$ cat config.mk
export PLATFORM = sky130hd
export DESIGN_NAME = pmcg_top
export DESIGN_NICKNAME = d
export VERILOG_FILES = /design/src/hdl/pmcg_pkg.sv /design/src/hdl/pmcg_tick_if.sv /design/src/hdl/pmcg_prescaler.sv /design/src/hdl/pmcg_top.sv
export SDC_FILE = /design/constraint.sdc
export NUM_CORES = 1
export LEC_CHECK = 0
export BUFFER_PORTS_ARGS = -buffer_cell sky130_fd_sc_hd__buf_4
export CAP_MARGIN = 10
export CORE_UTILIZATION = 34
export DETAILED_ROUTE_END_ITERATION = 6
export PLACE_DENSITY_LB_ADDON = 0.3
export SYNTH_ARGS = -nofsm -noshare
export SYNTH_HDL_FRONTEND = slang
export SYNTH_HIERARCHICAL = 1
export SYNTH_SLANG_ARGS = --single-unit
$ cat constraint.sdc
create_clock -name pclk -period 3 [get_ports pclk]
set_input_delay 0.15 -clock pclk [delete_from_list [all_inputs] [get_ports pclk]]
set_output_delay 0.15 -clock pclk [all_outputs]
set_load 0.02 [all_outputs]
$ cat src/hdl/pmcg_pkg.sv
// Constants, types and pin-state tables of the power mode and clock gating block
package pmcg_pkg;

  // Register map (byte addresses)
  localparam int         AW             = 8;
  localparam logic [7:0] OFF_CTRL       = 8'h00;
  localparam logic [7:0] OFF_PRESCALE   = 8'h04;
  localparam logic [7:0] OFF_WAKE_MASK  = 8'h08;
  localparam logic [7:0] OFF_STATUS     = 8'h0c;

  // Control register fields
  localparam int CTRL_MODE_LSB  = 0;
  localparam int CTRL_PSAVE_BIT = 2;
  localparam int CTRL_FNSEL_BIT = 3;

  // Prescaler: divisor minus one, largest division 64
  localparam int DIV_W   = 6;
  localparam int DIV_MAX = 64;
  localparam logic [DIV_W-1:0] DIV_RST = 6'h00;

  // Wake mask
  localparam int               WMASK_W   = 8;
  localparam logic [WMASK_W-1:0] WMASK_RST = 8'hff;

  // Status register fields
  localparam int STAT_STATE_LSB = 0;
  localparam int STAT_FLOAT_BIT = 4;
  localparam int STAT_OSC_BIT   = 5;
  localparam int STAT_CORE_BIT  = 6;
  localparam int STAT_WAKE_BIT  = 7;

  localparam int AD_W = 13;

  typedef enum logic [1:0] {
    PMCG_MODE_ACTIVE = 2'b00,
    PMCG_MODE_IDLE   = 2'b01,
    PMCG_MODE_PDOWN  = 2'b10
  } pmcg_mode_t;

  localparam pmcg_mode_t MODE_RST  = PMCG_MODE_ACTIVE;
  localparam logic       PSAVE_RST = 1'b0;
  localparam logic       FNSEL_RST = 1'b0;

  typedef enum logic [2:0] {
    ST_ACTIVE = 3'b000,
    ST_IDLE   = 3'b001,
    ST_PDOWN  = 3'b010,
    ST_WAKE   = 3'b011,
    ST_RESET  = 3'b100
  } pmcg_state_t;

  // Condition that selects a pin's output state
  typedef enum logic [2:0] {
    C_ACT  = 3'b000,
    C_HOLD = 3'b001,
    C_RST  = 3'b010,
    C_IDLE = 3'b011,
    C_PDN  = 3'b100
  } pmcg_cond_t;

  // Output state of a pin: active, retain, low, high, float, weak high
  typedef enum logic [2:0] {
    PS_Q  = 3'b000,
    PS_X  = 3'b001,
    PS_0  = 3'b010,
    PS_1  = 3'b011,
    PS_Z  = 3'b100,
    PS_WH = 3'b101
  } pmcg_pin_state_t;

  typedef struct packed {
    pmcg_pin_state_t h;
    pmcg_pin_state_t r;
    pmcg_pin_state_t i;
    pmcg_pin_state_t p;
  } pmcg_pin_tbl_t;

  localparam pmcg_pin_tbl_t TBL_AD   = '{h: PS_Z,  r: PS_Z,  i: PS_0,  p: PS_0};
  localparam pmcg_pin_tbl_t TBL_A19  = '{h: PS_Z,  r: PS_WH, i: PS_0,  p: PS_0};
  localparam pmcg_pin_tbl_t TBL_CK   = '{h: PS_Q,  r: PS_Q,  i: PS_Q,  p: PS_X};
  localparam pmcg_pin_tbl_t TBL_RO   = '{h: PS_0,  r: PS_1,  i: PS_0,  p: PS_0};
  localparam pmcg_pin_tbl_t TBL_WT   = '{h: PS_WH, r: PS_Z,  i: PS_WH, p: PS_WH};
  localparam pmcg_pin_tbl_t TBL_PORT = '{h: PS_X,  r: PS_Z,  i: PS_X,  p: PS_X};
  localparam pmcg_pin_tbl_t TBL_SER  = '{h: PS_Q,  r: PS_Z,  i: PS_Q,  p: PS_X};

endpackage

$ cat src/hdl/pmcg_tick_if.sv
// Interface between the power controller and its prescaler
`timescale 1ns/10ps
interface pmcg_tick_if;
  logic                       ps_en;
  logic [pmcg_pkg::DIV_W-1:0] div_m1;
  logic                       tick;

  modport ctl (output ps_en, output div_m1, input tick);
  modport gen (input ps_en, input div_m1, output tick);
endinterface

$ cat src/hdl/pmcg_prescaler.sv
// Prescaler that paces every internal clock edge
`timescale 1ns/10ps
module pmcg_prescaler
  import pmcg_pkg::*;
(
  // Clock and reset
  input wire logic pclk,
  input wire logic presetn,
  input wire logic clk_en,
  // Controller side
  pmcg_tick_if.gen tk
);

  import pmcg_pkg::*;

  typedef struct packed {
    logic [DIV_W-1:0] cnt;
    logic             tick;
  } pmcg_ps_st_t;

  pmcg_ps_st_t q;
  pmcg_ps_st_t d;

  // Outside powersave the tick fires every cycle, so the clocks run at half rate
  always_comb
  begin
    logic [DIV_W-1:0] limit;
    limit = tk.ps_en ? tk.div_m1 : '0;
    d = q;
    d.tick = (q.cnt >= limit);
    if (q.cnt >= limit)
      d.cnt = '0;
    else
      d.cnt = q.cnt + 6'h01;
  end

  always_ff @(posedge pclk or negedge presetn)
  begin
    if (!presetn)
      q <= '0;
    else if (clk_en)
      q <= d;
  end

  assign tk.tick = q.tick;

endmodule

$ cat src/hdl/pmcg_top.sv
// Power mode unit: mode control, internal clock gating and pin-state control
//
// Added by the designer: register access over APB and the placing of the registers.
`timescale 1ns/10ps
// Operation
// In active mode every internal clock runs at half the input clock rate.
// In idle mode the execution and bus clocks stop low while peripheral clocks keep running.
// In powerdown mode all internal clocks stop low and the crystal oscillator is disabled.
// In powersave the internal clocks are divided by a programmable prescaler, down to 1/64.
// Powersave combines with both idle and active mode.
// In hold, reset, idle and powerdown each output pin takes its assigned state.
// The low address/data pins float in hold and reset and drive zero in idle and powerdown.
// Holding the high address/status pin low in reset selects float-all mode; it is pulled up.
// In float-all mode every output pin floats except the crystal drive.
// A multi-function pin uses the state table of its currently selected function.
// After powerdown the device waits on the external wake timer pin before resuming.
// The clock output runs at half the input clock with 50% duty cycle.
// Software sets mode and prescaler; an enabled interrupt or reset ends idle or powerdown.
module pmcg_top
  import pmcg_pkg::*;
(
  // Clock, reset and freeze
  input  wire logic                      pclk,
  input  wire logic                      presetn,
  input  wire logic                      clk_en,
  // APB slave
  input  wire logic                      psel,
  input  wire logic                      penable,
  input  wire logic                      pwrite,
  input  wire logic [pmcg_pkg::AW-1:0]   paddr,
  input  wire logic [31:0]               pwdata,
  output logic      [31:0]               prdata,
  output logic                           pready,
  output logic                           pslverr,
  // Device events and core-side pin values
  input  wire logic                      reset_input_pin_n,
  input  wire logic                      hold_ack,
  input  wire logic [pmcg_pkg::WMASK_W-1:0] irq_request,
  input  wire logic [pmcg_pkg::AD_W-1:0] ad_core_value,
  input  wire logic                      ad_core_enable,
  input  wire logic                      a19_core_value,
  input  wire logic                      port_core_value,
  input  wire logic                      port_core_enable,
  input  wire logic                      serial_core_value,
  // Internal clocks and oscillator
  output logic                           exec_unit_clock,
  output logic                           bus_unit_clock,
  output logic                           peripheral_clock,
  output logic                           crystal_drive_enable,
  // Half rate clock output pin
  output logic                           half_rate_clock_output,
  output logic                           half_rate_clock_output_oe_n,
  // Reset output pin
  output logic                           reset_output,
  output logic                           reset_output_oe_n,
  // Low address/data pins
  output logic      [pmcg_pkg::AD_W-1:0] multiplexed_address_data_low,
  output logic      [pmcg_pkg::AD_W-1:0] multiplexed_address_data_low_oe_n,
  // High address/status/test pin
  input  wire logic                      high_address_status_test_pin_sense,
  output logic                           high_address_status_test_pin,
  output logic                           high_address_status_test_pin_oe_n,
  output logic                           high_address_status_test_pin_pullup,
  // Wake delay timer pin
  input  wire logic                      wake_delay_timer_pin_sense,
  output logic                           wake_delay_timer_pin,
  output logic                           wake_delay_timer_pin_oe_n,
  output logic                           wake_delay_timer_pin_pullup,
  // Multi-function port/serial pin
  output logic                           mux_port_pin,
  output logic                           mux_port_pin_oe_n
);

  import pmcg_pkg::*;

  typedef struct packed {
    pmcg_state_t        state;
    pmcg_mode_t         mode;
    logic               psave;
    logic               fnsel;
    logic [DIV_W-1:0]   div_m1;
    logic [WMASK_W-1:0] wake_mask;
    logic [31:0]        prdata;
    logic               float_all;
    logic               core_clk;
    logic               periph_clk;
    logic               half_clk;
    logic               osc_on;
    logic               discharge;
    logic               seen_low;
    logic [AD_W-1:0]    ad_o;
    logic [AD_W-1:0]    ad_oe_n;
    logic               a19_o;
    logic               a19_oe_n;
    logic               a19_pu;
    logic               ck_o;
    logic               ck_oe_n;
    logic               ro_o;
    logic               ro_oe_n;
    logic               wt_o;
    logic               wt_oe_n;
    logic               wt_pu;
    logic               pt_o;
    logic               pt_oe_n;
  } pmcg_main_st_t;

  pmcg_main_st_t q;
  pmcg_main_st_t d;

  pmcg_tick_if tk ();

  pmcg_prescaler u_prescaler (
    .pclk    (pclk),
    .presetn (presetn),
    .clk_en  (clk_en),
    .tk      (tk)
  );

  // Returns {value, oe_n, pullup} for one pin in the given state
  function automatic logic [2:0] pmcg_drive(pmcg_pin_state_t s, logic act_v, logic act_oe,
                                            logic held_v, logic held_oe_n);
    logic [2:0] r;
    r = 3'b010;
    unique case (s)
      PS_Q:    r = {act_v, ~act_oe, 1'b0};
      PS_X:    r = {held_v, held_oe_n, 1'b0};
      PS_0:    r = 3'b000;
      PS_1:    r = 3'b100;
      PS_Z:    r = 3'b010;
      PS_WH:   r = 3'b111;
      default: r = 3'b010;
    endcase
    return r;
  endfunction

  function automatic pmcg_pin_state_t pmcg_pick(pmcg_pin_tbl_t t, pmcg_cond_t c);
    pmcg_pin_state_t s;
    s = PS_Q;
    unique case (c)
      C_ACT:   s = PS_Q;
      C_HOLD:  s = t.h;
      C_RST:   s = t.r;
      C_IDLE:  s = t.i;
      C_PDN:   s = t.p;
      default: s = PS_Q;
    endcase
    return s;
  endfunction

  logic       acc;
  logic       setup;
  logic       hit;
  logic       wake;
  logic [2:0] drv;
  pmcg_cond_t cond;
  pmcg_cond_t wt_cond;

  assign acc   = psel & penable;
  assign setup = psel & ~penable;
  assign hit   = (paddr == OFF_CTRL) || (paddr == OFF_PRESCALE) ||
                 (paddr == OFF_WAKE_MASK) || (paddr == OFF_STATUS);
  assign wake  = |(irq_request & q.wake_mask);

  // Powersave only paces the clocks; the mode machine is independent of it
  assign tk.ps_en  = q.psave;
  assign tk.div_m1 = q.div_m1;

  // Reset ranks above hold, and hold above the power modes
  always_comb
  begin
    if (!reset_input_pin_n)
      cond = C_RST;
    else if (hold_ack)
      cond = C_HOLD;
    else if (q.state == ST_PDOWN || q.state == ST_WAKE)
      cond = C_PDN;
    else if (q.state == ST_IDLE)
      cond = C_IDLE;
    else
      cond = C_ACT;
  end

  // The wake sequence drives the timer pin low for one cycle, then it is weakly held again
  assign wt_cond = (cond == C_PDN && q.state == ST_WAKE && q.discharge) ? C_ACT : cond;

  always_comb
  begin
    logic core_run;
    logic periph_run;
    logic floating;
    core_run   = 1'b0;
    periph_run = 1'b0;
    floating   = 1'b0;
    drv        = 3'b010;
    d = q;

    // Register writes take effect in the access phase
    if (acc && pwrite && clk_en)
    begin
      unique case (paddr)
        OFF_CTRL:
        begin
          d.mode  = pmcg_mode_t'(pwdata[CTRL_MODE_LSB +: 2]);
          d.psave = pwdata[CTRL_PSAVE_BIT];
          d.fnsel = pwdata[CTRL_FNSEL_BIT];
        end
        OFF_PRESCALE:  d.div_m1 = pwdata[DIV_W-1:0];
        OFF_WAKE_MASK: d.wake_mask = pwdata[WMASK_W-1:0];
        default:       d.div_m1 = q.div_m1;
      endcase
    end

    // Read data is registered in the setup phase, ready one cycle later
    if (setup && !pwrite)
    begin
      d.prdata = 32'h0000_0000;
      unique case (paddr)
        OFF_CTRL:
        begin
          d.prdata[CTRL_MODE_LSB +: 2] = q.mode;
          d.prdata[CTRL_PSAVE_BIT]     = q.psave;
          d.prdata[CTRL_FNSEL_BIT]     = q.fnsel;
        end
        OFF_PRESCALE:  d.prdata[DIV_W-1:0] = q.div_m1;
        OFF_WAKE_MASK: d.prdata[WMASK_W-1:0] = q.wake_mask;
        OFF_STATUS:
        begin
          d.prdata[STAT_STATE_LSB +: 3] = q.state;
          d.prdata[STAT_FLOAT_BIT]      = q.float_all;
          d.prdata[STAT_OSC_BIT]        = q.osc_on;
          d.prdata[STAT_CORE_BIT]       = q.core_clk;
          d.prdata[STAT_WAKE_BIT]       = wake;
        end
        default:       d.prdata = 32'h0000_0000;
      endcase
    end

    // Mode sequencing
    unique case (q.state)
      ST_RESET:
      begin
        d.float_all = ~high_address_status_test_pin_sense;
        if (reset_input_pin_n)
          d.state = ST_ACTIVE;
      end
      ST_ACTIVE:
      begin
        if (q.mode == PMCG_MODE_IDLE)
          d.state = ST_IDLE;
        else if (q.mode == PMCG_MODE_PDOWN)
          d.state = ST_PDOWN;
      end
      ST_IDLE:
      begin
        if (wake)
        begin
          d.mode  = PMCG_MODE_ACTIVE;
          d.state = ST_ACTIVE;
        end
        else if (q.mode == PMCG_MODE_PDOWN)
          d.state = ST_PDOWN;
        else if (q.mode != PMCG_MODE_IDLE)
          d.state = ST_ACTIVE;
      end
      ST_PDOWN:
      begin
        if (wake)
        begin
          d.mode      = PMCG_MODE_ACTIVE;
          d.state     = ST_WAKE;
          d.discharge = 1'b1;
          d.seen_low  = 1'b0;
        end
      end
      ST_WAKE:
      begin
        // Discharge the timing capacitor float_all_test_mode, then wait for it to charge
        d.discharge = 1'b0;
        if (!q.discharge && !wake_delay_timer_pin_sense)
          d.seen_low = 1'b1;
        if (q.seen_low && wake_delay_timer_pin_sense)
          d.state = ST_ACTIVE;
      end
      default: d.state = ST_RESET;
    endcase

    if (!reset_input_pin_n)
    begin
      d.state     = ST_RESET;
      d.mode      = MODE_RST;
      d.discharge = 1'b0;
    end

    // Clocks change only on a prescaler tick and stop only low, after a full high phase
    core_run   = (q.state == ST_ACTIVE) || (q.state == ST_RESET);
    periph_run = core_run || (q.state == ST_IDLE);
    if (tk.tick)
    begin
      d.core_clk   = core_run ? ~q.periph_clk : 1'b0;
      d.periph_clk = periph_run ? ~q.periph_clk : 1'b0;
    end
    d.osc_on = !(q.state == ST_PDOWN && !q.core_clk && !q.periph_clk);

    // Pin clock output is never prescaled; it freezes only in powerdown and the wake sequence that follows it
    d.half_clk = (cond == C_PDN) ? q.half_clk : ~q.half_clk;

    // Pin states
    for (int b = 0; b < AD_W; b++)
    begin
      drv = pmcg_drive(pmcg_pick(TBL_AD, cond), ad_core_value[b], ad_core_enable,
                       q.ad_o[b], q.ad_oe_n[b]);
      d.ad_o[b]    = drv[2];
      d.ad_oe_n[b] = drv[1];
    end
    drv = pmcg_drive(pmcg_pick(TBL_A19, cond), a19_core_value, 1'b1, q.a19_o, q.a19_oe_n);
    {d.a19_o, d.a19_oe_n, d.a19_pu} = drv;
    drv = pmcg_drive(pmcg_pick(TBL_CK, cond), d.half_clk, 1'b1, q.ck_o, q.ck_oe_n);
    {d.ck_o, d.ck_oe_n} = drv[2:1];
    drv = pmcg_drive(pmcg_pick(TBL_RO, cond), 1'b0, 1'b1, q.ro_o, q.ro_oe_n);
    {d.ro_o, d.ro_oe_n} = drv[2:1];
    drv = pmcg_drive(pmcg_pick(TBL_WT, wt_cond), 1'b0, q.discharge, q.wt_o, q.wt_oe_n);
    {d.wt_o, d.wt_oe_n, d.wt_pu} = drv;
    if (q.fnsel)
      drv = pmcg_drive(pmcg_pick(TBL_SER, cond), serial_core_value, 1'b1,
                       q.pt_o, q.pt_oe_n);
    else
      drv = pmcg_drive(pmcg_pick(TBL_PORT, cond), port_core_value, port_core_enable,
                       q.pt_o, q.pt_oe_n);
    {d.pt_o, d.pt_oe_n} = drv[2:1];

    // Float-all applies float_all_test_mode reset is released; the crystal drive is exempt
    floating = q.float_all && reset_input_pin_n;
    if (floating)
    begin
      d.ad_oe_n  = '1;
      d.a19_oe_n = 1'b1;
      d.a19_pu   = 1'b0;
      d.ck_oe_n  = 1'b1;
      d.ro_oe_n  = 1'b1;
      d.wt_oe_n  = 1'b1;
      d.wt_pu    = 1'b0;
      d.pt_oe_n  = 1'b1;
    end
  end

  always_ff @(posedge pclk or negedge presetn)
  begin
    if (!presetn)
    begin
      q           <= '0;
      q.state     <= ST_RESET;
      q.mode      <= MODE_RST;
      q.psave     <= PSAVE_RST;
      q.fnsel     <= FNSEL_RST;
      q.div_m1    <= DIV_RST;
      q.wake_mask <= WMASK_RST;
      q.osc_on    <= 1'b1;
      q.ad_oe_n   <= '1;
      q.a19_oe_n  <= 1'b1;
      q.a19_pu    <= 1'b1;
      q.ck_oe_n   <= 1'b1;
      q.ro_oe_n   <= 1'b1;
      q.wt_oe_n   <= 1'b1;
      q.pt_oe_n   <= 1'b1;
    end
    else if (clk_en)
      q <= d;
  end

  // Zero-wait slave; freezing the block also holds off the bus
  assign pready  = acc & clk_en;
  assign pslverr = acc & clk_en & ~hit;
  assign prdata  = q.prdata;

  assign exec_unit_clock      = q.core_clk;
  assign bus_unit_clock       = q.core_clk;
  assign peripheral_clock     = q.periph_clk;
  assign crystal_drive_enable = q.osc_on;

  assign half_rate_clock_output              = q.ck_o;
  assign half_rate_clock_output_oe_n         = q.ck_oe_n;
  assign reset_output                        = q.ro_o;
  assign reset_output_oe_n                   = q.ro_oe_n;
  assign multiplexed_address_data_low        = q.ad_o;
  assign multiplexed_address_data_low_oe_n   = q.ad_oe_n;
  assign high_address_status_test_pin        = q.a19_o;
  assign high_address_status_test_pin_oe_n   = q.a19_oe_n;
  assign high_address_status_test_pin_pullup = q.a19_pu;
  assign wake_delay_timer_pin                = q.wt_o;
  assign wake_delay_timer_pin_oe_n           = q.wt_oe_n;
  assign wake_delay_timer_pin_pullup         = q.wt_pu;
  assign mux_port_pin                        = q.pt_o;
  assign mux_port_pin_oe_n                   = q.pt_oe_n;

endmodule

==> out/results.ini, run 1 <==
[status]
outcome=complete, no violations

[sta]
worst_pin_slew_ns=0.870
fin_crit_sh_pct=62.8
fmax_ghz=0.531
slew_viol_final=0
setup_viol=0
relSlewSlack_pct=42.0
rsz0062_at_grt=false
period_minus_slack_ns=1.88
setup_ws_ns=1.12
hold_violations=0
fin_tns_setup_ns=0
fin_skew_ns=0.00649

[clock_network]
cts_resized=0
root_buffer=clkbuf_16
numCtsBuffers=9
clk_latency_ns=0.33
h-tree-depth=3
clk_pin_slew_ns=0.06
clk_path_buf_depth=2
numClockSinks=69
cts_tree=yes

[synth]
synth_cells=407
synth_area_leaders=dfrtp_1 (33%), buf_4 (11%), dfstp_2 (11%)
ys_seq_elements=69
ys.flop_type=dfrtp_1
ys_seq_area_share_pct=43.9
synth_commonest_cells=buf_4 (60), dfrtp_1 (52), nand2_1 (42)
yosysTopAreaCellShare_pct=32.7
netlist_area_mm2=0.00398
synth_top_area_cell=dfrtp_1
async_reset_ff_share_pct=100
yosysWarnings=6
synth_edf_count=0
synth.most_common_cell=buf_4
synth.distinct_cells=60
avgSynthCellArea_um2=9.78

[cells_and_area]
nNetsFinal=556
area_delta_synth_final_pct=22.4
diodes=0
drive_above_1_share_pct=35.6

[floorplan]
die_h_um=110
die_w_um=110
fp-row-count=39
start_util_pct=34.8
io_pins=152
die_area_mm2=0.0121
core_area_mm2=0.0114

[route]
drcViolationCount=0
wl_per_cell_um=13.9
postRouteAntennaNets=0
dr.pass1.iters=4
drt_iter0_drc=128
via_per_inst=4.84
wirelength_um=8640
route.vias.total=2999

[global_routing]
grt_pass1_wl_um=13500
antenna_found_initial=0
grt_max_degree=71
grt_pass1_vias=2696
overflow=0
grt_use_total_pct=14.9

[critical_path]
cp-end-kind=register
critPathLaunchType=register
worstReg2RegStart=q[96]$_DFFE_PN0P_
arrival_ns=2.10
r2r.worst_path.cells=5
path_class=reg2reg
rr_endpoint=mux_port_pin$_DFFE_PN0P_
worstPathRequired_ns=3.21
crit_fanout=13
r2r_setup_slack_ns=1.12

[place]
port_buffers=103
detailedPlace.worstSlack_ns=0.836
gp_congestion=0.835
hpwlAfterDp_um=6220

[worst_hold_path]
hold_end=q[84]$_DFFE_PN1P_
holdCritPathClass=in2reg
min_path_cells=2
hold_start=pwdata[7]

[pwr]
switching_share_pct=27.4
combPwrFrac_pct=17.2
internal-power_mw=1.99
pwr_density_cell_mw_per_mm2=564
ir_drop_mv=0.236
p_clk_share_pct=42.9
seqPwrFrac_pct=39.9
leakagePower_nw=2.32
p_sw_uw=753

[job]
cap_violations=0

critical path, cell delays in order (launching register included):
cell and delay [ns]:
dfrtp_1 0.59, nor2_1 0.22, nor2_1 0.22, o21ai_0 0.10, o211ai_1 0.27, mux2_2 0.37
cell type report:
type | count | area (um^2)
tap | 143 | 179
fill | 1135 | 6550
sequential | 69 | 1750
clock buffer | 11 | 253
clock inverter | 5 | 81.3
inverter | 24 | 90.1
multi-input combinational | 261 | 1710
timing repair buffer | 107 | 806
sequential cells by signal, summed over array words and instances, names as in the netlist, 6 cells and up:
register                      flops
multiplexed_address_data_low     13
prdata                            8
q                                18
tk.div_m1                         6
u_prescaler/q                     6
power groups by stage:
| stage | logic, mW | registers (mW) | clock network (mW) |
|---|---|---|---|
| floorplan | 0.298 | 1.12 | 0 |
| global placement | 0.473 | 1.11 | 0 |
| detailed placement | 0.478 | 1.11 | 0 |
| CTS | 0.480 | 1.09 | 1.21 |
| global route | 0.527 | 1.11 | 1.24 |
| finish | 0.473 | 1.10 | 1.18 |
routing by layer:
metal  global-route usage (%)  routed length (um)  vias to the layer above
li1                         -                   -                     1465
met1                     19.3                3950                     1422
met2                     24.0                4090                      101
met3                     3.82                 495                       11
met4                     5.17                 110                        0
met5                        0                   0                        -
per-stage QoR:
step           power (mW)  instances  util [%]  hold slack (ns)  cell area, um^2
6_report             2.75        620      42.7           0.0361             4870
5_1_grt              2.88        620      42.7           0.0362             4870
4_1_cts              2.79        620      42.7           0.0245             4870
3_5_place_dp         1.59        603      39.6            0.327             4530
3_3_place_gp         1.58        603      39.6            0.323             4530
2_1_floorplan        1.42        430         -           -0.146             4070
cells in the final DEF, fill, tap and decap left out, types with 3 or more instances in the layout:
| cell | n |
|---|---|
| a41oi_1 | 3 |
| nand2b_1 | 3 |
| o21ai_0 | 28 |
| a22oi_1 | 6 |
| inv_1 | 24 |
| clkbuf_16 | 9 |
| dfrtp_1 | 52 |
| xnor2_1 | 3 |
| mux2i_1 | 8 |
| dfstp_2 | 17 |
| mux2_2 | 13 |
| ha_1 | 8 |
| buf_4 | 106 |
| conb_1 | 24 |
| nor2_1 | 19 |
| a21oi_1 | 9 |
| nand2_1 | 42 |
| nor2b_1 | 6 |
| nand3_1 | 22 |
| a31oi_1 | 8 |
| nor3_1 | 6 |
| mux2_1 | 6 |
| mux4_2 | 3 |
cells by family after synthesis:
logic type                 Yosys count  synth area share (%)
AOI/OAI and AO/OA                   76                  12.6
muxes                               32                  9.84
and+or+nand+nor                    117                  14.9
adders and majority gates            8                  2.52
DFF                                 69                  43.9
xor gates and xnor gates             4                 0.881
buffers and inverters              100                  15.2
other                                1                0.0942
how the worst max path moves through the flow:
stage	startpoint	end	slack (ns)
4_1_cts	q[96]$_DFFE_PN0P_	mux_port_pin$_DFFE_PN0P_	1.11
3_3_place_gp	paddr[5]	q[91]$_DFFE_PN0P_	0.85
2_1_floorplan	paddr[5]	q[91]$_DFFE_PN0P_	1.09
5_1_grt	q[96]$_DFFE_PN0P_	mux_port_pin$_DFFE_PN0P_	0.93
3_5_place_dp	paddr[5]	tk.ps_en$_DFFE_PN0P_	0.84
6_report	q[96]$_DFFE_PN0P_	mux_port_pin$_DFFE_PN0P_	1.12
repair_timing:
item / 4_1_cts / 5_1_grt
hold buffers: 1 / 0
hold endpoints to repair: 52 / 0
setup buffers: 0 / 0
Note: power is estimated with default switching activity, not from simulation.
==> inputs of run 2 (changes only) <==
--- a/config.mk
+++ b/config.mk
@@ -5,6 +5,7 @@
 export SDC_FILE = /design/constraint.sdc
 export NUM_CORES = 1
 export LEC_CHECK = 0
+export ABC_AREA = 1
 export BUFFER_PORTS_ARGS = -buffer_cell sky130_fd_sc_hd__buf_4
 export CAP_MARGIN = 10
 export CORE_UTILIZATION = 34
==> constraint.sdc (replaced) <==
create_clock -name pclk -period 1.91 [get_ports pclk]
set_input_delay 0.0955 -clock pclk [delete_from_list [all_inputs] [get_ports pclk]]
set_output_delay 0.0955 -clock pclk [all_outputs]
set_load 0.02 [all_outputs]
==> run 2 against run 1 <==
The flow now finishes with violations (design-rule violations, negative hold slack). Synthesized cell count rose by 31%. Critical path type unchanged. Wire length rose by 15%. Utilization rose by 1.4 points. Total power rose by 64%. Setup slack got worse by 0.90 ns. Largest power group is now sequential cells.
==> out/results.ini, run 2 <==
[status]
outcome=finished, violations left  ; was complete, no violations
violations=design-rule violations, negative hold slack

[sta]
rsz0062_at_grt=false  ; unchanged
hold_violations=1  ; was 0
fmax_ghz=0.590  ; was 0.531 GHz
worst_pin_slew_ns=0.616  ; was 0.870 ns
slew_viol_final=0  ; unchanged
whs_ns=-0.000230  ; was 0.0361 ns
fin_tns_setup_ns=0  ; unchanged
setup_viol=0  ; unchanged
period_minus_slack_ns=1.70  ; was 1.88 ns
fin_crit_sh_pct=88.8  ; was 62.8%
relSlewSlack_pct=58.6  ; was 42.0%
fin_skew_ns=0.00574  ; was 0.00649 ns

[cells_and_area]
drive_above_1_share_pct=26.2  ; was 35.6%
final_cell_mix=nand2_1 (160), buf_4 (114), inv_1 (54), nand3_1 (54), dfrtp_1 (52)  ; was buf_4 (106), dfrtp_1 (52), nand2_1 (42), o21ai_0 (28)
nNetsFinal=705  ; was 556
diodes=0  ; unchanged
multiInputGateArea_mm2=0.00167  ; was 0.00171 mm^2
area_delta_synth_final_pct=24.6  ; was 22.4%
largest_reg_flops=18  ; unchanged
n_fill_cell=1155  ; was 1135
post-route-util_pct=44.1  ; was 42.7%
stdcell_count=769  ; was 620
largest-register=q  ; unchanged
layout_commonest_cell=nand2_1  ; was buf_4
regArea_mm2=0.00175  ; unchanged

[synth]
synth.most_common_cell=nand2_1  ; was buf_4
synth_edf_count=0  ; unchanged
synth.distinct_cells=35  ; was 60
ys.flop_type=dfrtp_1  ; unchanged
netlist_area_mm2=0.00409  ; was 0.00398 mm^2
yosysWarnings=6  ; unchanged
synth_commonest_cells=nand2_1 (160), buf_4 (59), inv_1 (54), nand3_1 (54), dfrtp_1 (52)  ; was buf_4 (60), dfrtp_1 (52), nand2_1 (42)
ys_seq_area_share_pct=42.7  ; was 43.9%
avgSynthCellArea_um2=7.66  ; was 9.78 um^2
ys_seq_elements=69  ; unchanged
synth_top_area_cell=dfrtp_1  ; unchanged
synth_area_leaders=dfrtp_1 (32%), nand2_1 (15%), dfstp_2 (11%)  ; was dfrtp_1 (33%), buf_4 (11%), dfstp_2 (11%)
synth_cells=534  ; was 407
async_reset_ff_share_pct=100  ; unchanged
yosysTopAreaCellShare_pct=31.8  ; was 32.7%

[floorplan]
start_util_pct=35.4  ; was 34.8%
die_area_mm2=0.0125  ; was 0.0121 mm^2
core_area_mm2=0.0116  ; was 0.0114 mm^2
io_pins=152  ; unchanged
die_h_um=112  ; was 110 um
fp-row-count=39  ; unchanged
die_w_um=112  ; was 110 um

[pwr]
pwr_density_cell_mw_per_mm2=885  ; was 564 mW/mm^2
leakagePower_nw=2.72  ; was 2.32 nW
ir_drop_mv=0.544  ; was 0.236 mV

[critical_path]
cp-end-kind=register  ; unchanged
path_cells=inv_1 > nor3_1 > nand2_1 > o21ai_0 > nand2_1  ; was nor2_1 > nor2_1 > o21ai_0 > o211ai_1 > mux2_2
critPathLaunchType=register  ; unchanged
worstPathRequired_ns=2.12  ; was 3.21 ns
path_class=reg2reg  ; unchanged
cpMostUsedCell=nand2_1  ; was nor2_1
crit_fanout=5  ; was 13
max_stage_delay_ns=0.49  ; was 0.59 ns
cp_slowest_cell=nor3_1  ; was dfrtp_1
arrival_ns=1.90  ; was 2.10 ns

[route]
wirelength_um=9940  ; was 8640 um
route.vias.total=3503  ; was 2999
drcViolationCount=12  ; was 0
wl_per_cell_um=12.9  ; was 13.9 um
drt_iter0_drc=238  ; was 128
dr.pass1.iters=7  ; was 4
via_per_inst=4.56  ; was 4.84
postRouteAntennaNets=0  ; unchanged

[global_routing]
grt_pass1_vias=3385  ; was 2696
grt_max_degree=38  ; was 71
antenna_found_initial=0  ; unchanged
grt_use_total_pct=16.6  ; was 14.9%
grt_pass1_wl_um=16600  ; was 13500 um
overflow=0  ; unchanged

[clock_network]
clk_path_buf_depth=2  ; unchanged
h-tree-depth=3  ; unchanged
clk_pin_slew_ns=0.06  ; about the same
cts_setup_buffers=0  ; unchanged
root_buffer=clkbuf_16  ; unchanged
numClockSinks=69  ; unchanged
cts_tree=yes  ; unchanged
clk_latency_ns=0.33  ; about the same
numCtsBuffers=9  ; unchanged

[worst_hold_path]
holdCritPathClass=in2reg  ; unchanged

[job]
cap_violations=0  ; unchanged

[place]
dp_cells=740  ; was 603
gp_congestion=0.840  ; was 0.835
port_buffers=103  ; unchanged
hpwlAfterDp_um=7600  ; was 6220 um

run 2: changes by cell type in the layout (fill, tap and decap cells not counted), sizes merged, moves of 8 or more:
cell | previous run | this run
buf | 106 | 114
dlygate4sd3 | 1 | 13
inv | 25 | 59
mux2 | 21 | 1
mux2i | 8 | 0
nand2 | 42 | 164
nand3 | 22 | 54
nor2 | 20 | 31
run 2: layout make-up:
class	count	share of cell area, %
flip-flops and latches	69	34.3
repair buffers	127	19.3
inverters	59	4.34
clock inverters	4	0.932
well taps	143	3.51
clock buffers	12	4.83
multi-input cells	355	32.8
run 2: per-stage QoR:
step / cell area (um^2) / setup WS (ns) / total power, mW / hold slack [ns]
after floorplan: 4180 / 0.492 / 2.52 / -0.200
after global placement: 4680 / 0.358 / 2.86 / 0.0935
after detailed placement: 4680 / 0.335 / 2.88 / 0.0987
after CTS: 5100 / 0.311 / 4.55 / 0.00154
after global routing: 5100 / 0.0881 / 4.75 / 0.0269
final: 5100 / 0.214 / 4.51 / -0.000230
run 2: report_power, final:
group | switching, mW | leakage, nW | internal, mW | total [mW]
Clock | 0.598 | 0.143 | 1.04 | 1.64
Combinational | 0.647 | 1.70 | 0.423 | 1.07
Sequential | 0.148 | 0.873 | 1.66 | 1.80
run 2: worst paths after layout:
path	start	end	slack (ns)	depth (start not counted)
worst min register to register	reset_output_oe_n$_DFFE_PN1P_	reset_output_oe_n$_DFFE_PN1P_	0.47	2
min in group asynchronous	presetn	tk.div_m1[3]$_DFFE_PN0P_	0.27	2
worst min-delay path	ad_core_value[11]	multiplexed_address_data_low[11]$_DFFE_PN0P_	-0.0002	3
max in group asynchronous	presetn	crystal_drive_enable$_DFFE_PN1P_	0.97	3
worst max-delay path	q[96]$_DFFE_PN0P_	q[38]$_DFFE_PN0P_	0.21	5
worst max register to register	q[96]$_DFFE_PN0P_	q[38]$_DFFE_PN0P_	0.21	5
run 2: cell families after synthesis:
kind of cell | count (synthesis) | synth area share (%)
compound gates | 52 | 7.25
buf+inv | 133 | 18.6
simple gates | 267 | 28.0
xor+xnor | 3 | 0.642
fa+ha+maj | 8 | 2.45
mux | 1 | 0.275
other cells | 1 | 0.0916
flops | 69 | 42.7
run 2: layer usage:
metal	track usage [%]	share of wire, %
met1	22.3	47
met2	27.2	47
met3	2.89	4.5
met4	5.59	0.76
met5	0	0
run 2: critical path, delay by kind of cell, from the launching register on:
kind,cells,cell delay [ns]
compound gates,1,0.22
buf+inv,1,0.11
flops,1,0.44
simple gates,3,0.80
run 2: timing repair:
item                                    in CTS  in global routing
hold buffers                                13                  0
endpoints found under the setup margin       0                  0
gates resized for setup                      0                  0
hold endpoints to repair                    37                  0
==> inputs of run 3 (changes only) <==
--- a/config.mk
+++ b/config.mk
@@ -8,7 +8,9 @@
 export ABC_AREA = 1
 export BUFFER_PORTS_ARGS = -buffer_cell sky130_fd_sc_hd__buf_4
 export CAP_MARGIN = 10
-export CORE_UTILIZATION = 34
+export CELL_PAD_IN_SITES_DETAIL_PLACEMENT = 0
+export CELL_PAD_IN_SITES_GLOBAL_PLACEMENT = 1
+export CORE_UTILIZATION = 32
 export DETAILED_ROUTE_END_ITERATION = 6
 export PLACE_DENSITY_LB_ADDON = 0.3
 export SYNTH_ARGS = -nofsm -noshare
==> constraint.sdc (replaced) <==
create_clock -name pclk -period 1.4 [get_ports pclk]
set_input_delay 0.07 -clock pclk [delete_from_list [all_inputs] [get_ports pclk]]
set_output_delay 0.07 -clock pclk [all_outputs]
set_load 0.02 [all_outputs]
==> run 3 against run 2 <==
The run ends with negative setup slack left. Critical path depth up 3. Setup slack worse by 0.24 ns. Worst hold slack better by 0.014 ns. Utilization up 3.0 points. Combinational power up 74%. Critical path type unchanged. Critical endpoint is now u_prescaler/tk.tick$_DFFE_PN0P_.
==> out/results.ini, run 3 (same netlist as run 2, synthesis figures left out) <==
[status]
outcome=finished, violations left  ; unchanged
violations=negative setup slack  ; was design-rule violations, negative hold slack

[floorplan]
start_util_pct=33.4  ; was 35.4%
fp-row-count=40  ; was 39
die_h_um=115  ; was 112 um
io_pins=152  ; unchanged
die_area_mm2=0.0132  ; was 0.0125 mm^2
core_area_mm2=0.0123  ; was 0.0116 mm^2
die_w_um=115  ; was 112 um

[route]
route.vias.total=3724  ; was 3503
wirelength_um=10900  ; was 9940 um
drcViolationCount=0  ; was 12
drt_iter0_drc=200  ; was 238
dr.pass1.iters=5  ; was 7
wl_per_cell_um=12.9  ; about the same
via_per_inst=4.44  ; was 4.56
postRouteAntennaNets=0  ; unchanged

[critical_path]
worstPathRequired_ns=1.63  ; was 2.12 ns
path_cells=nand2_2 > ha_4 > nand2_1 > nand2_1 > a21oi_2 > nand2_4 > nand2_2 > nand2_2  ; was inv_1 > nor3_1 > nand2_1 > o21ai_0 > nand2_1
r2r.worst_path.cells=8  ; was 5
path_class=reg2reg  ; unchanged
crit_family=simple AND/OR/NAND/NOR gates  ; unchanged
max_stage_delay_ns=0.43  ; was 0.49 ns
cp_slowest_cell=dfrtp_2  ; was nor3_1
cp-end-kind=register  ; unchanged
rr_endpoint=u_prescaler/tk.tick$_DFFE_PN0P_  ; was q[38]$_DFFE_PN0P_
crit_fanout=8  ; was 5
cpMostUsedCell=nand2_2  ; was nand2_1
critPathLaunchType=register  ; unchanged
worst-path-buf-inv=0  ; was 1
arrival_ns=1.66  ; was 1.90 ns
worstReg2RegStart=tk.ps_en$_DFFE_PN0P_  ; was q[96]$_DFFE_PN0P_
r2r_setup_slack_ns=-0.03  ; was 0.21 ns

[clock_network]
root_buffer=clkbuf_16  ; unchanged
h-tree-depth=3  ; unchanged
clk_path_buf_depth=2  ; unchanged
numClockSinks=69  ; unchanged
numCtsBuffers=9  ; unchanged
clk_pin_slew_ns=0.06  ; about the same
cts_tree=yes  ; unchanged
clk_latency_ns=0.34  ; was 0.33 ns

[cells_and_area]
stdcell_area_mm2=0.00578  ; was 0.00510 mm^2
diodes=0  ; unchanged
nNetsFinal=750  ; was 705
layout_commonest_cell=buf_4  ; was nand2_1
final_cell_mix=buf_4 (150), nand2_1 (149), inv_1 (50), dfrtp_1 (50), nand3_1 (49)  ; was nand2_1 (160), buf_4 (114), inv_1 (54), nand3_1 (54), dfrtp_1 (52)
area_delta_synth_final_pct=41.1  ; was 24.6%
stdcell_count=839  ; was 769
largest_reg_flops=18  ; unchanged
drive_above_1_share_pct=37.3  ; was 26.2%
largest-register=q  ; unchanged
post-route-util_pct=47.1  ; was 44.1%

[global_routing]
grt_use_total_pct=17.3  ; was 16.6%
top_usage_layer=met2  ; unchanged
grt.met1_usage_pct=23.2  ; was 22.3%
grt_pass1_wl_um=17600  ; was 16600 um
grt_max_degree=35  ; was 38
antenna_found_initial=0  ; unchanged
overflow=0  ; unchanged
use_met2_pct=28.3  ; was 27.2%
grt_pass1_vias=3560  ; was 3385
use_met3_pct=3.11  ; was 2.89%

[sta]
setup_viol=2  ; was 0
slew_viol_final=0  ; unchanged
fin_crit_sh_pct=102  ; was 88.8%
fmax_ghz=0.701  ; was 0.590 GHz
hold_violations=0  ; was 1
period_minus_slack_ns=1.43  ; was 1.70 ns
fin_skew_ns=0.00557  ; was 0.00574 ns
whs_ns=0.0134  ; was -0.000230 ns
fin_tns_setup_ns=-0.0299  ; was 0 ns
rsz0062_at_grt=true  ; was false
setup_ws_ns=-0.0266  ; was 0.214 ns

[place]
port_buffers=103  ; unchanged
placed_area_mm2=0.00501  ; was 0.00468 mm^2
detailedPlace.worstSlack_ns=-0.133  ; was 0.335 ns
hpwlAfterDp_um=8210  ; was 7600 um
dp_cells=799  ; was 740
gp_congestion=0.837  ; was 0.840

[worst_hold_path]
holdCritPathClass=in2reg  ; unchanged
min_path_cells=5  ; was 3
hold_end=q[84]$_DFFE_PN1P_  ; was multiplexed_address_data_low[11]$_DFFE_PN0P_
hold_start=pwdata[7]  ; was ad_core_value[11]

[pwr]
power_mw=7.03  ; was 4.51 mW
pwr_density_cell_mw_per_mm2=1220  ; was 885 mW/mm^2
leakagePower_nw=3.01  ; was 2.72 nW
ir_drop_mv=0.575  ; was 0.544 mV

[job]
cap_violations=0  ; unchanged

## run 3: cell types whose count changed in the layout (fill, tap and decap cells not counted), moves of 5 or more
cell	change
nor2_1	-8
buf_4	+36
nand2_2	+10
nor2_2	+6
nand3_1	-5
nand2_1	-11
o21ai_0	-6
## run 3: layer usage
layer	vias to the layer above	part of all wire (%)
li1	1877	-
met1	1741	47
met2	95	47
met3	11	4.4
met4	0	1.3
met5	-	0
## run 3: report_power, final
group	internal (mW)	switching (mW)	leakage (nW)
Combinational	0.793	1.07	1.97
Sequential	2.26	0.182	0.870
Clock	1.80	0.924	0.174
Total	4.86	2.17	3.01
## run 3: worst reg2reg max path: cells and delay by family (launching register included)
kind            cells  cell delay (ns)
flops               1             0.43
simple gates        6             0.46
fa+ha+maj           1             0.24
compound gates      1             0.19
## run 3: area by class of cell
type,count,area [um^2]
clock buffers,10,239
clock inverters,6,116
fillers,1251,6480
inverters,59,224
multi-input cells,355,1860
flip-flops and latches,69,1750
well taps,168,210
repair buffers,172,1380
## run 3: timing repair
item | 4_1_cts | 5_1_grt
setup endpoints to repair | 15 | 35
gates resized for setup | 27 | 30
setup buffers | 2 | 7
endpoints found under the hold margin | 69 | 0
pin swaps | 5 | 16
hold buffers | 17 | 0
## run 3: worst max-delay path by stage
stage | from | cells past startpoint | slack (ns) | end
2_1_floorplan | q[97]$_DFFE_PN1P_ | 10 | 0.03 | q[96]$_DFFE_PN0P_
3_3_place_gp | q[97]$_DFFE_PN1P_ | 10 | -0.11 | q[95]$_DFFE_PN0P_
3_5_place_dp | q[97]$_DFFE_PN1P_ | 10 | -0.13 | q[95]$_DFFE_PN0P_
4_1_cts | tk.ps_en$_DFFE_PN0P_ | 11 | -0.01 | u_prescaler/tk.tick$_DFFE_PN0P_
5_1_grt | tk.ps_en$_DFFE_PN0P_ | 11 | -0.12 | u_prescaler/tk.tick$_DFFE_PN0P_
6_report | tk.ps_en$_DFFE_PN0P_ | 8 | -0.03 | u_prescaler/tk.tick$_DFFE_PN0P_
